`src/pulse_counter.sv`:
```
/*
 * Constants package and the gated up/down pulse counter channel: a 32-bit
 * signed counter with endless, once and periodic modes, optional main
 * direction, abort or interrupt gating and sticky wrap flags, reached over
 * an Avalon-MM slave with waitrequest.
 * Assumes: a single 25 MHz clock, synchronous active-low reset, encoder
 * count and direction lines and the external gate as asynchronous pins,
 * and a bus master that holds its request until waitrequest is low.
 */
// Implementation choices: the Avalon-MM slave port and the placing of the registers.
// Operation
// - Three modes selectable: endless, once, periodic.
// - Once and periodic modes use a range given by load and end values.
// - Without main direction the full signed 32-bit range is used.
// - Forward: count up to end minus one, next pulse returns to load.
// - Backward: count down to end plus one, next pulse returns to load.
// - With external gate enabled, gating acts on it; otherwise on program gate.
// - Abort gating: reopening the gate restarts from the load value.
// - Interrupt gating: reopening the gate resumes from the held value.
// - Endless mode begins counting from the load value.
// - Endless: upward pulse at upper limit wraps to lower limit.
// - Endless: downward pulse at lower limit wraps to upper limit.
// - Overflow and underflow set their flags and, if enabled, an event.
// - Flags stay set until the clear status command.
// - Once without direction: wrap to opposite limit, close gate, set flag.
// - Once without direction, interrupt gating resumes from the last value.
// - Once with abort gating restarts from the load value.
// - Once forward: pulse after end minus one reloads and closes gate.
// - Once with direction restarts from load on a gate rising edge.
// - Internal gate combines external and program gates; external may be off.
package counter_pkg;

  // Bus geometry
  localparam int ADDR_W = 8;
  localparam int DATA_W = 32;

  // Register byte offsets
  localparam logic [7:0] OFS_CONTROL = 8'h00;
  localparam logic [7:0] OFS_LOAD = 8'h04;
  localparam logic [7:0] OFS_END = 8'h08;
  localparam logic [7:0] OFS_COUNT = 8'h0C;
  localparam logic [7:0] OFS_STATUS = 8'h10;
  localparam logic [7:0] OFS_COMMAND = 8'h14;

  // Control field positions
  localparam int CTL_PROGRAM_GATE_CONTROL = 0;
  localparam int CTL_HW_EN = 1;
  localparam int CTL_MODE_LSB = 2;
  localparam int CTL_DIR_LSB = 4;
  localparam int CTL_GATE_INTR = 6;
  localparam int CTL_EVT_EN = 7;
  localparam int CTL_W = 8;

  // Mode and main direction codes
  localparam logic [1:0] MODE_ENDLESS = 2'h0;
  localparam logic [1:0] MODE_ONCE = 2'h1;
  localparam logic [1:0] MODE_PERIODIC = 2'h2;
  localparam logic [1:0] DIR_NONE = 2'h0;
  localparam logic [1:0] DIR_FWD = 2'h1;
  localparam logic [1:0] DIR_BWD = 2'h2;

  // Status and command bit positions
  localparam int STS_OVF = 0;
  localparam int STS_UNF = 1;
  localparam int STS_GATE = 2;
  localparam int STS_AUTO = 3;
  localparam int CMD_CLEAR = 0;
  localparam int CMD_LOAD = 1;

  // Count limits and reset values
  localparam logic [31:0] COUNT_MIN = 32'h8000_0000;
  localparam logic [31:0] COUNT_MAX = 32'h7FFF_FFFF;
  localparam logic [31:0] COUNT_ONE = 32'h0000_0001;
  localparam logic [7:0] CONTROL_RESET = 8'h00;
  localparam logic [31:0] LOAD_RESET = 32'h0000_0000;
  localparam logic [31:0] END_RESET = 32'h0000_0000;
  localparam logic [31:0] ZERO_WORD = 32'h0000_0000;

endpackage

module pulse_counter
  import counter_pkg::*;
(
  // Clock and reset
  input wire logic clock,
  input wire logic rstn,
  // Avalon-MM register slave
  input wire logic [ADDR_W-1:0] avs_address,
  input wire logic avs_read,
  input wire logic avs_write,
  input wire logic [DATA_W-1:0] avs_writedata,
  input wire logic [3:0] avs_byteenable,
  output logic [DATA_W-1:0] avs_readdata,
  output logic avs_waitrequest,
  // Encoder and gate pins
  input wire logic encoder_pulse,
  input wire logic encoder_dir,
  input wire logic external_gate_input,
  // Channel state
  output logic overflow_flag,
  output logic underflow_flag,
  output logic gate_open,
  output logic process_event
);

  // Merge write data into a register under byte enables
  function automatic logic [31:0] merge_be(input logic [31:0] old_v,
                                           input logic [31:0] new_v,
                                           input logic [3:0] be);
    logic [31:0] res;
    res = old_v;
    for (int b = 0; b < 4; b++) begin
      if (be[b]) begin
        res[b*8 +: 8] = new_v[b*8 +: 8];
      end
    end
    return res;
  endfunction

  // Refuse constants that the decoder or the bus word cannot carry
  if (DATA_W != 32) begin : g_bad_data
    $error("pulse_counter needs a 32-bit data bus");
  end
  if (CTL_W > 8 || CTL_DIR_LSB + 2 > CTL_W) begin : g_bad_ctl
    $error("pulse_counter control fields overrun the control byte");
  end
  if (ADDR_W < 5) begin : g_bad_addr
    $error("pulse_counter address cannot reach every register");
  end
  if (COUNT_MAX != ~COUNT_MIN) begin : g_bad_limits
    $error("pulse_counter count limits are not the signed extremes");
  end

  // Registers
  logic [CTL_W-1:0] control_q;
  logic [31:0] load_q;
  logic [31:0] end_q;
  logic [31:0] count_q;
  logic overflow_q;
  logic underflow_q;
  logic gate_q;
  logic auto_closed_q;
  logic event_q;
  logic waitrequest_q;
  logic [31:0] readdata_q;
  logic pulse_prev_q;
  logic hw_prev_q;
  logic sw_prev_q;

  // Synchronised pins
  logic [2:0] pins_s;
  logic pulse_s;
  logic dir_s;
  logic hw_s;

  // Pin levels shorter than one clock cycle can be lost in the chain
  // Encoder and gate pins are asynchronous to the system clock
  input_sync #(
    .WIDTH(3),
    .STAGES(2)
  ) u_sync (
    .clock(clock),
    .rstn(rstn),
    .async_in({external_gate_input, encoder_dir, encoder_pulse}),
    .sync_out(pins_s)
  );

  assign pulse_s = pins_s[0];
  assign dir_s = pins_s[1];
  assign hw_s = pins_s[2];

  // Control fields
  wire program_gate_control = control_q[CTL_PROGRAM_GATE_CONTROL];
  wire hw_en = control_q[CTL_HW_EN];
  wire [1:0] mode = control_q[CTL_MODE_LSB +: 2];
  wire [1:0] dir_field = control_q[CTL_DIR_LSB +: 2];
  wire gate_intr = control_q[CTL_GATE_INTR];
  wire evt_en = control_q[CTL_EVT_EN];

  // Bus handshake: one wait cycle, then a single acknowledged cycle
  wire bus_req = (avs_read || avs_write) && waitrequest_q;
  wire wr_acc = avs_write && !waitrequest_q;
  wire sel_control = avs_address == OFS_CONTROL;
  wire sel_load = avs_address == OFS_LOAD;
  wire sel_end = avs_address == OFS_END;
  wire sel_count = avs_address == OFS_COUNT;
  wire sel_status = avs_address == OFS_STATUS;
  wire sel_command = avs_address == OFS_COMMAND;
  wire wr_control = wr_acc && sel_control;
  wire wr_load = wr_acc && sel_load;
  wire wr_end = wr_acc && sel_end;
  wire wr_command = wr_acc && sel_command && avs_byteenable[0];
  wire clear_status_command = wr_command && avs_writedata[CMD_CLEAR];
  wire load_command = wr_command && avs_writedata[CMD_LOAD];
  wire [31:0] control_wr = merge_be({{(32-CTL_W){1'b0}}, control_q}, avs_writedata,
                                    avs_byteenable);

  // Read selection; unmapped offsets and the command word read as zero
  wire [31:0] status_word = {28'h000_0000, auto_closed_q, gate_q, underflow_q, overflow_q};
  wire [31:0] read_mux = sel_control ? {{(32-CTL_W){1'b0}}, control_q} :
                         sel_load ? load_q :
                         sel_end ? end_q :
                         sel_count ? count_q :
                         sel_status ? status_word :
                         ZERO_WORD;

  // Gate edges and the internal gate level
  wire sw_rise = program_gate_control && !sw_prev_q;
  wire hw_rise = hw_s && !hw_prev_q;
  wire restart_edge = hw_en ? hw_rise : sw_rise;
  wire gate_level = hw_en ? (program_gate_control && hw_s) : program_gate_control;

  // Main direction only shapes the range outside endless mode
  wire [1:0] dir_sel = (mode == MODE_ENDLESS) ? DIR_NONE : dir_field;
  wire [31:0] end_minus1 = end_q - COUNT_ONE;
  wire [31:0] end_plus1 = end_q + COUNT_ONE;

  // Gated pulse steps; closed gate blocks them entirely
  wire pulse_rise = pulse_s && !pulse_prev_q;
  wire up_step = gate_q && pulse_rise && dir_s;
  wire down_step = gate_q && pulse_rise && !dir_s;

  // Range ends
  wire up_at_end = (dir_sel == DIR_FWD) && (count_q == end_minus1);
  wire down_at_end = (dir_sel == DIR_BWD) && (count_q == end_plus1);
  wire up_at_max = count_q == COUNT_MAX;
  wire down_at_min = count_q == COUNT_MIN;

  // Wrap events feed the sticky flags
  wire ovf_evt = up_step && (up_at_end || up_at_max);
  wire unf_evt = down_step && (down_at_end || down_at_min);
  wire wrap_evt = ovf_evt || unf_evt;
  wire auto_close = (mode == MODE_ONCE) && wrap_evt;

  // Next count for a single step; range ends fall back to the load value
  wire [31:0] up_value = up_at_end ? load_q :
                         up_at_max ? COUNT_MIN :
                         count_q + COUNT_ONE;
  wire [31:0] down_value = down_at_end ? load_q :
                           down_at_min ? COUNT_MAX :
                           count_q - COUNT_ONE;

  // Abort gating reloads; a directed single shot always restarts from load
  // An external rise with the program gate off still reloads under abort
  wire restart_load = restart_edge &&
                      (!gate_intr || ((mode == MODE_ONCE) && (dir_sel != DIR_NONE)));

  // Priority: load command, then gate restart, then one pulse step
  wire [31:0] count_d = load_command ? load_q :
                        restart_load ? load_q :
                        up_step ? up_value :
                        down_step ? down_value :
                        count_q;

  // Automatic closure holds until the gate source rises again
  wire auto_closed_d = restart_edge ? 1'b0 :
                       auto_close ? 1'b1 :
                       auto_closed_q;
  // Gate follows its source one edge late and stays shut after an auto close
  wire gate_d = gate_level && !auto_closed_d;

  // Sticky flags: a wrap in the clearing cycle still sets the flag
  wire overflow_d = ovf_evt ? 1'b1 : (clear_status_command ? 1'b0 : overflow_q);
  wire underflow_d = unf_evt ? 1'b1 : (clear_status_command ? 1'b0 : underflow_q);

  // Bus slave handshake and read capture
  // Read data are captured in the stall cycle so they stand in the answer cycle
  always_ff @(posedge clock) begin
    if (!rstn) begin
      waitrequest_q <= 1'b1;
      readdata_q <= ZERO_WORD;
    end else begin
      waitrequest_q <= !bus_req;
      if (bus_req) begin
        readdata_q <= read_mux;
      end
    end
  end

  // Software-written configuration
  always_ff @(posedge clock) begin
    if (!rstn) begin
      control_q <= CONTROL_RESET;
      load_q <= LOAD_RESET;
      end_q <= END_RESET;
    end else begin
      if (wr_control) begin
        control_q <= control_wr[CTL_W-1:0];
      end
      if (wr_load) begin
        load_q <= merge_be(load_q, avs_writedata, avs_byteenable);
      end
      if (wr_end) begin
        end_q <= merge_be(end_q, avs_writedata, avs_byteenable);
      end
    end
  end

  // Edge history of the pins and the program gate
  // Reset values match the idle pin levels, so no false edge follows reset
  always_ff @(posedge clock) begin
    if (!rstn) begin
      pulse_prev_q <= 1'b0;
      hw_prev_q <= 1'b0;
      sw_prev_q <= 1'b0;
    end else begin
      pulse_prev_q <= pulse_s;
      hw_prev_q <= hw_s;
      sw_prev_q <= program_gate_control;
    end
  end

  // Counter, gate and flags
  // The event lasts one cycle; software polls the sticky flags instead
  always_ff @(posedge clock) begin
    if (!rstn) begin
      count_q <= ZERO_WORD;
      auto_closed_q <= 1'b0;
      gate_q <= 1'b0;
      overflow_q <= 1'b0;
      underflow_q <= 1'b0;
      event_q <= 1'b0;
    end else begin
      count_q <= count_d;
      auto_closed_q <= auto_closed_d;
      gate_q <= gate_d;
      overflow_q <= overflow_d;
      underflow_q <= underflow_d;
      event_q <= evt_en && wrap_evt;
    end
  end

  // Outputs straight from flip-flops
  assign avs_readdata = readdata_q;
  assign avs_waitrequest = waitrequest_q;
  assign overflow_flag = overflow_q;
  assign underflow_flag = underflow_q;
  assign gate_open = gate_q;
  assign process_event = event_q;

endmodule

```
`src/input_sync.sv`:
```
/*
 * Multi-stage input synchroniser for pins that arrive from outside the
 * clock domain (encoder lines, external gate).
 * Assumes: one system clock, synchronous active-low reset, and that the
 * caller never reads any stage but the last.
 */
module input_sync #(
  parameter int WIDTH = 1,
  parameter int STAGES = 2
) (
  // Clock and reset
  input wire logic clock,
  input wire logic rstn,
  // Asynchronous inputs and their synchronised copies
  input wire logic [WIDTH-1:0] async_in,
  output logic [WIDTH-1:0] sync_out
);

  logic [WIDTH-1:0] stage_q [STAGES];

  // Fewer than two stages would leave metastability exposed
  initial begin
    if (STAGES < 2) begin
      $error("input_sync needs at least two stages");
    end
    if (WIDTH < 1) begin
      $error("input_sync needs a positive width");
    end
  end

  // First stage feeds only the next stage
  always_ff @(posedge clock) begin
    if (!rstn) begin
      stage_q[0] <= '0;
    end else begin
      stage_q[0] <= async_in;
    end
  end

  // Remaining stages form a plain shift chain
  for (genvar i = 1; i < STAGES; i++) begin : g_stage
    always_ff @(posedge clock) begin
      if (!rstn) begin
        stage_q[i] <= '0;
      end else begin
        stage_q[i] <= stage_q[i-1];
      end
    end
  end

  assign sync_out = stage_q[STAGES-1];

endmodule

```
`config.mk`:
```
export PLATFORM = sky130hd
export DESIGN_NAME = pulse_counter
export DESIGN_NICKNAME = d
export VERILOG_FILES = /design/src/pulse_counter.sv /design/src/input_sync.sv
export SDC_FILE = /design/constraint.sdc
export NUM_CORES = 1
export LEC_CHECK = 0
export BUFFER_PORTS_ARGS = -buffer_cell sky130_fd_sc_hd__buf_4
export CAP_MARGIN = 20
export CORE_MARGIN = 1
export CORE_UTILIZATION = 40
export DETAILED_ROUTE_END_ITERATION = 10
export PLACE_DENSITY = 0.58
export SYNTH_ARGS = -nofsm -noshare
export SYNTH_HDL_FRONTEND = slang
export SYNTH_SLANG_ARGS = --single-unit
```
`constraint.sdc`:
```
create_clock -name clock -period 6.5 [get_ports clock]
set_input_delay 0.325 -clock clock [delete_from_list [all_inputs] [get_ports clock]]
set_output_delay 0.325 -clock clock [all_outputs]
set_load 0.05 [all_outputs]
```
==> impl_results.md <==
* CTS tree: yes
* Post-synth EDFFs at 0
* Antenna Violating Nets Remaining at 0
* Initial antenna violation count at 0
* Outcome: complete, no violations
* Hold_buf cts at 0
* PD cells at 162 nW/um^2
* Leak at 5.16 nW
* Clk Latency, worst-skew pair at 450 ps
* Gr ovfl total at 0
* Worst endpoint required time at 6870 ps
* Gr usage total at 28.0%
* Total power at 2.07 mW
* FFs w/ async S/R, synth at 0%
* Crit path time final at 5030 ps
* Port bufs at 87
* Vias in the first global route at 10.4k
* Clock buffer depth at 2
* Area post-placement at 12200 um^2
* Min-delay src: external_gate_input
* Layout area overhead at 11.7%
* Worst setup EP type: flip-flop
* Width of the chip at 171 um
* Core Util, Final at 45.8%
* ANT cells at 0
* Commonest non-fill, non-tap cells in the layout: dfxtp_1 (151), nand2_1 (124), buf_4 (104)
* Achievable frequency at 199 MHz
* Synthesized net count at 1533
* Post-route design area at 12800 um^2
* Chip height at 171 um
* VDD IR max at 0.133 mV
* HP Class: in2reg
* Sequential cell area fraction in the yosys report at 26.4%
* Critical path class: reg2reg
* Via density at 6.17
* Max-cap viol count at 0
* Cell Area, Synth at 11400 um^2
* WHS Path Cells at 2
* Post-cts repair resize count at 0
* Min Hold Slack at 74.4 ps
* TritonCTS Buffers at 17
* Critical path peak fanout at 22
* First drt pass iteration count at 5
* Worst reg2reg setup slack at 1470 ps
* Clk_skew at 18.6 ps
* Max-slew headroom at 28.2%
* R2r worst-path depth at 12
* Initial DRC Count at 1171
* Nets@finish at 1525
* Via Count at 11.5k
* Residual DRC at 0
* Largest net degree at the start of global routing at 92
* Synthesized instance count at 1477
* Worst reg2reg startpoint: end_q[0]$_SDFFE_PN0P_
* Most common cell after layout, fill and taps aside: dfxtp_1
* Post-synthesis average cell area at 7.75 um^2
* Top_reg_cell synth: dfxtp_1
* FF-to-FF End: count_q[3]$_SDFFE_PN0P_
* Setup bufs post-CTS at 0
* Final Wtd Congestion at 0.921
* Hpwl dp at 29300 um
* Clk slew on worst S/H paths at 80 ps
* Final Max Slew Viols at 0
* Final hold vios at 0
* Total Wirelength at 40700 um
* H-tree levels at 4
* Clk root buf: clkbuf_16
* WL/cell at 21.9 um
* Yosys warning count at 0
* Top Ports at 88
* Hold Path End: u_sync.stage_q[0][2]$_SDFF_PN0_
* Unrepaired setup endpoints after global routing: false
* CORE AREA at 27900 um^2
* First-pass GRT wire length at 62200 um
* Startpoint types: flip-flop
* Total negative slack at 0 ps
* Slew @ Worst Pin at 1070 ps
* Clock Sinks at 151
* FP Rows at 61
* Period utilization at 77.4%
* Initial core utilization at 41.0%
* Die Area at 29300 um^2
* FF+latch count, synth at 151
* Critical path arrival at 5400 ps
* Setup Viol. Count Final at 0
* Share of layout cells above drive strength 1 at 12.6%
* Cell variety after synth at 76
cells by family after synthesis:
group                      after synthesis  synth area share [%]
AOI/OAI and AO/OA                      320                  18.8
DFF                                    151                  26.4
buffers and inverters                  153                  5.30
and+or+nand+nor                        638                  30.7
xor gates and xnor gates                97                  7.68
muxes                                  113                  10.6
adders and majority gates                5                 0.547
registers in the layout, indices dropped and copies added (netlist names):
name and count:
count_q 32, gate_open 1, hw_prev_q 1, control_q 8, process_event 1, end_q 32
auto_closed_q 1, u_sync.stage_q 6, pulse_prev_q 1, avs_waitrequest 1, underflow_flag 1, avs_readdata 32
overflow_flag 1, sw_prev_q 1, load_q 32
cell usage after synthesis (10+ instances only):
cell / instances / area share (%)
a211oi_1: 17 / 1.1
a21oi_1: 45 / 2.0
a22oi_1: 35 / 2.3
a31oi_1: 13 / 0.71
and2_1: 46 / 2.5
and3_1: 24 / 1.3
and4_1: 10 / 0.77
buf_2: 17 / 0.74
clkbuf_1: 107 / 3.5
dfxtp_1: 151 / 26
inv_1: 21 / 0.69
mux2_2: 26 / 2.6
mux2i_1: 83 / 7.3
nand2_1: 124 / 4.1
nand2b_1: 26 / 1.4
nand3_1: 51 / 2.2
nand4_1: 27 / 1.5
nor2_1: 89 / 2.9
nor2b_1: 85 / 4.6
nor3_1: 50 / 2.2
nor4_1: 26 / 1.4
o211ai_1: 10 / 0.66
o21a_1: 10 / 0.66
o21ai_0: 76 / 3.3
o22ai_1: 18 / 0.98
o31ai_1: 16 / 1.0
or3_1: 18 / 0.98
or4_1: 12 / 0.79
xnor2_1: 49 / 3.8
xor2_1: 46 / 3.5
critical path, cell delays in order (launching register included):
cell,delay (ps)
dfxtp_1,580
inv_1,90
ha_1,330
xnor2_1,190
nor4b_1,340
o211ai_1,220
or3_1,360
or4_1,460
or4b_1,480
or4_4,690
nand2_1,740
o221ai_1,250
a21oi_1,210
metal layers:
| layer | wire length (um) | vias to the layer above | global-route usage [%] |
|---|---|---|---|
| met5 | 0 | - | 0 |
| met4 | 1150 | 0 | 9.43 |
| met3 | 3850 | 84 | 5.81 |
| met2 | 17500 | 554 | 41.9 |
| met1 | 18300 | 5483 | 39.7 |
| li1 | - | 5357 | - |
stage by stage:
stage / setup WS (ps) / instances
after detailed placement: 1590 / 1828
final: 1470 / 1860
after floorplan: 2660 / 1477
after CTS: 1550 / 1860
after global routing: 1220 / 1860
after global placement: 1700 / 1828
area by class of cell:
type / instances / area [um^2]
clock buffer: 17 / 425
clock inverter: 15 / 175
fill: 2893 / 15200
inverter: 22 / 82.6
multi-input combinational: 1173 / 7820
sequential: 151 / 3020
tap: 378 / 473
timing repair buffer: 104 / 781
how the worst max path moves through the flow:
stage                            from                  endpoint
4_1_cts         end_q[0]$_SDFFE_PN0P_   count_q[3]$_SDFFE_PN0P_
3_5_place_dp    end_q[0]$_SDFFE_PN0P_   count_q[3]$_SDFFE_PN0P_
5_1_grt        end_q[10]$_SDFFE_PN0P_   count_q[9]$_SDFFE_PN0P_
2_1_floorplan   end_q[0]$_SDFFE_PN0P_  count_q[16]$_SDFFE_PN0P_
6_report        end_q[0]$_SDFFE_PN0P_   count_q[3]$_SDFFE_PN0P_
3_3_place_gp   end_q[10]$_SDFFE_PN0P_   count_q[9]$_SDFFE_PN0P_
report_power, final:
group | leakage (nW) | switching (mW) | total, mW | internal (mW)
registers | 1.22 | 0.00255 | 0.930 | 0.927
logic | 3.65 | 0.0568 | 0.0982 | 0.0414
clock network | 0.294 | 0.517 | 1.04 | 0.520
total | 5.16 | 0.576 | 2.07 | 1.49
Power figures use the tool's default switching activity.
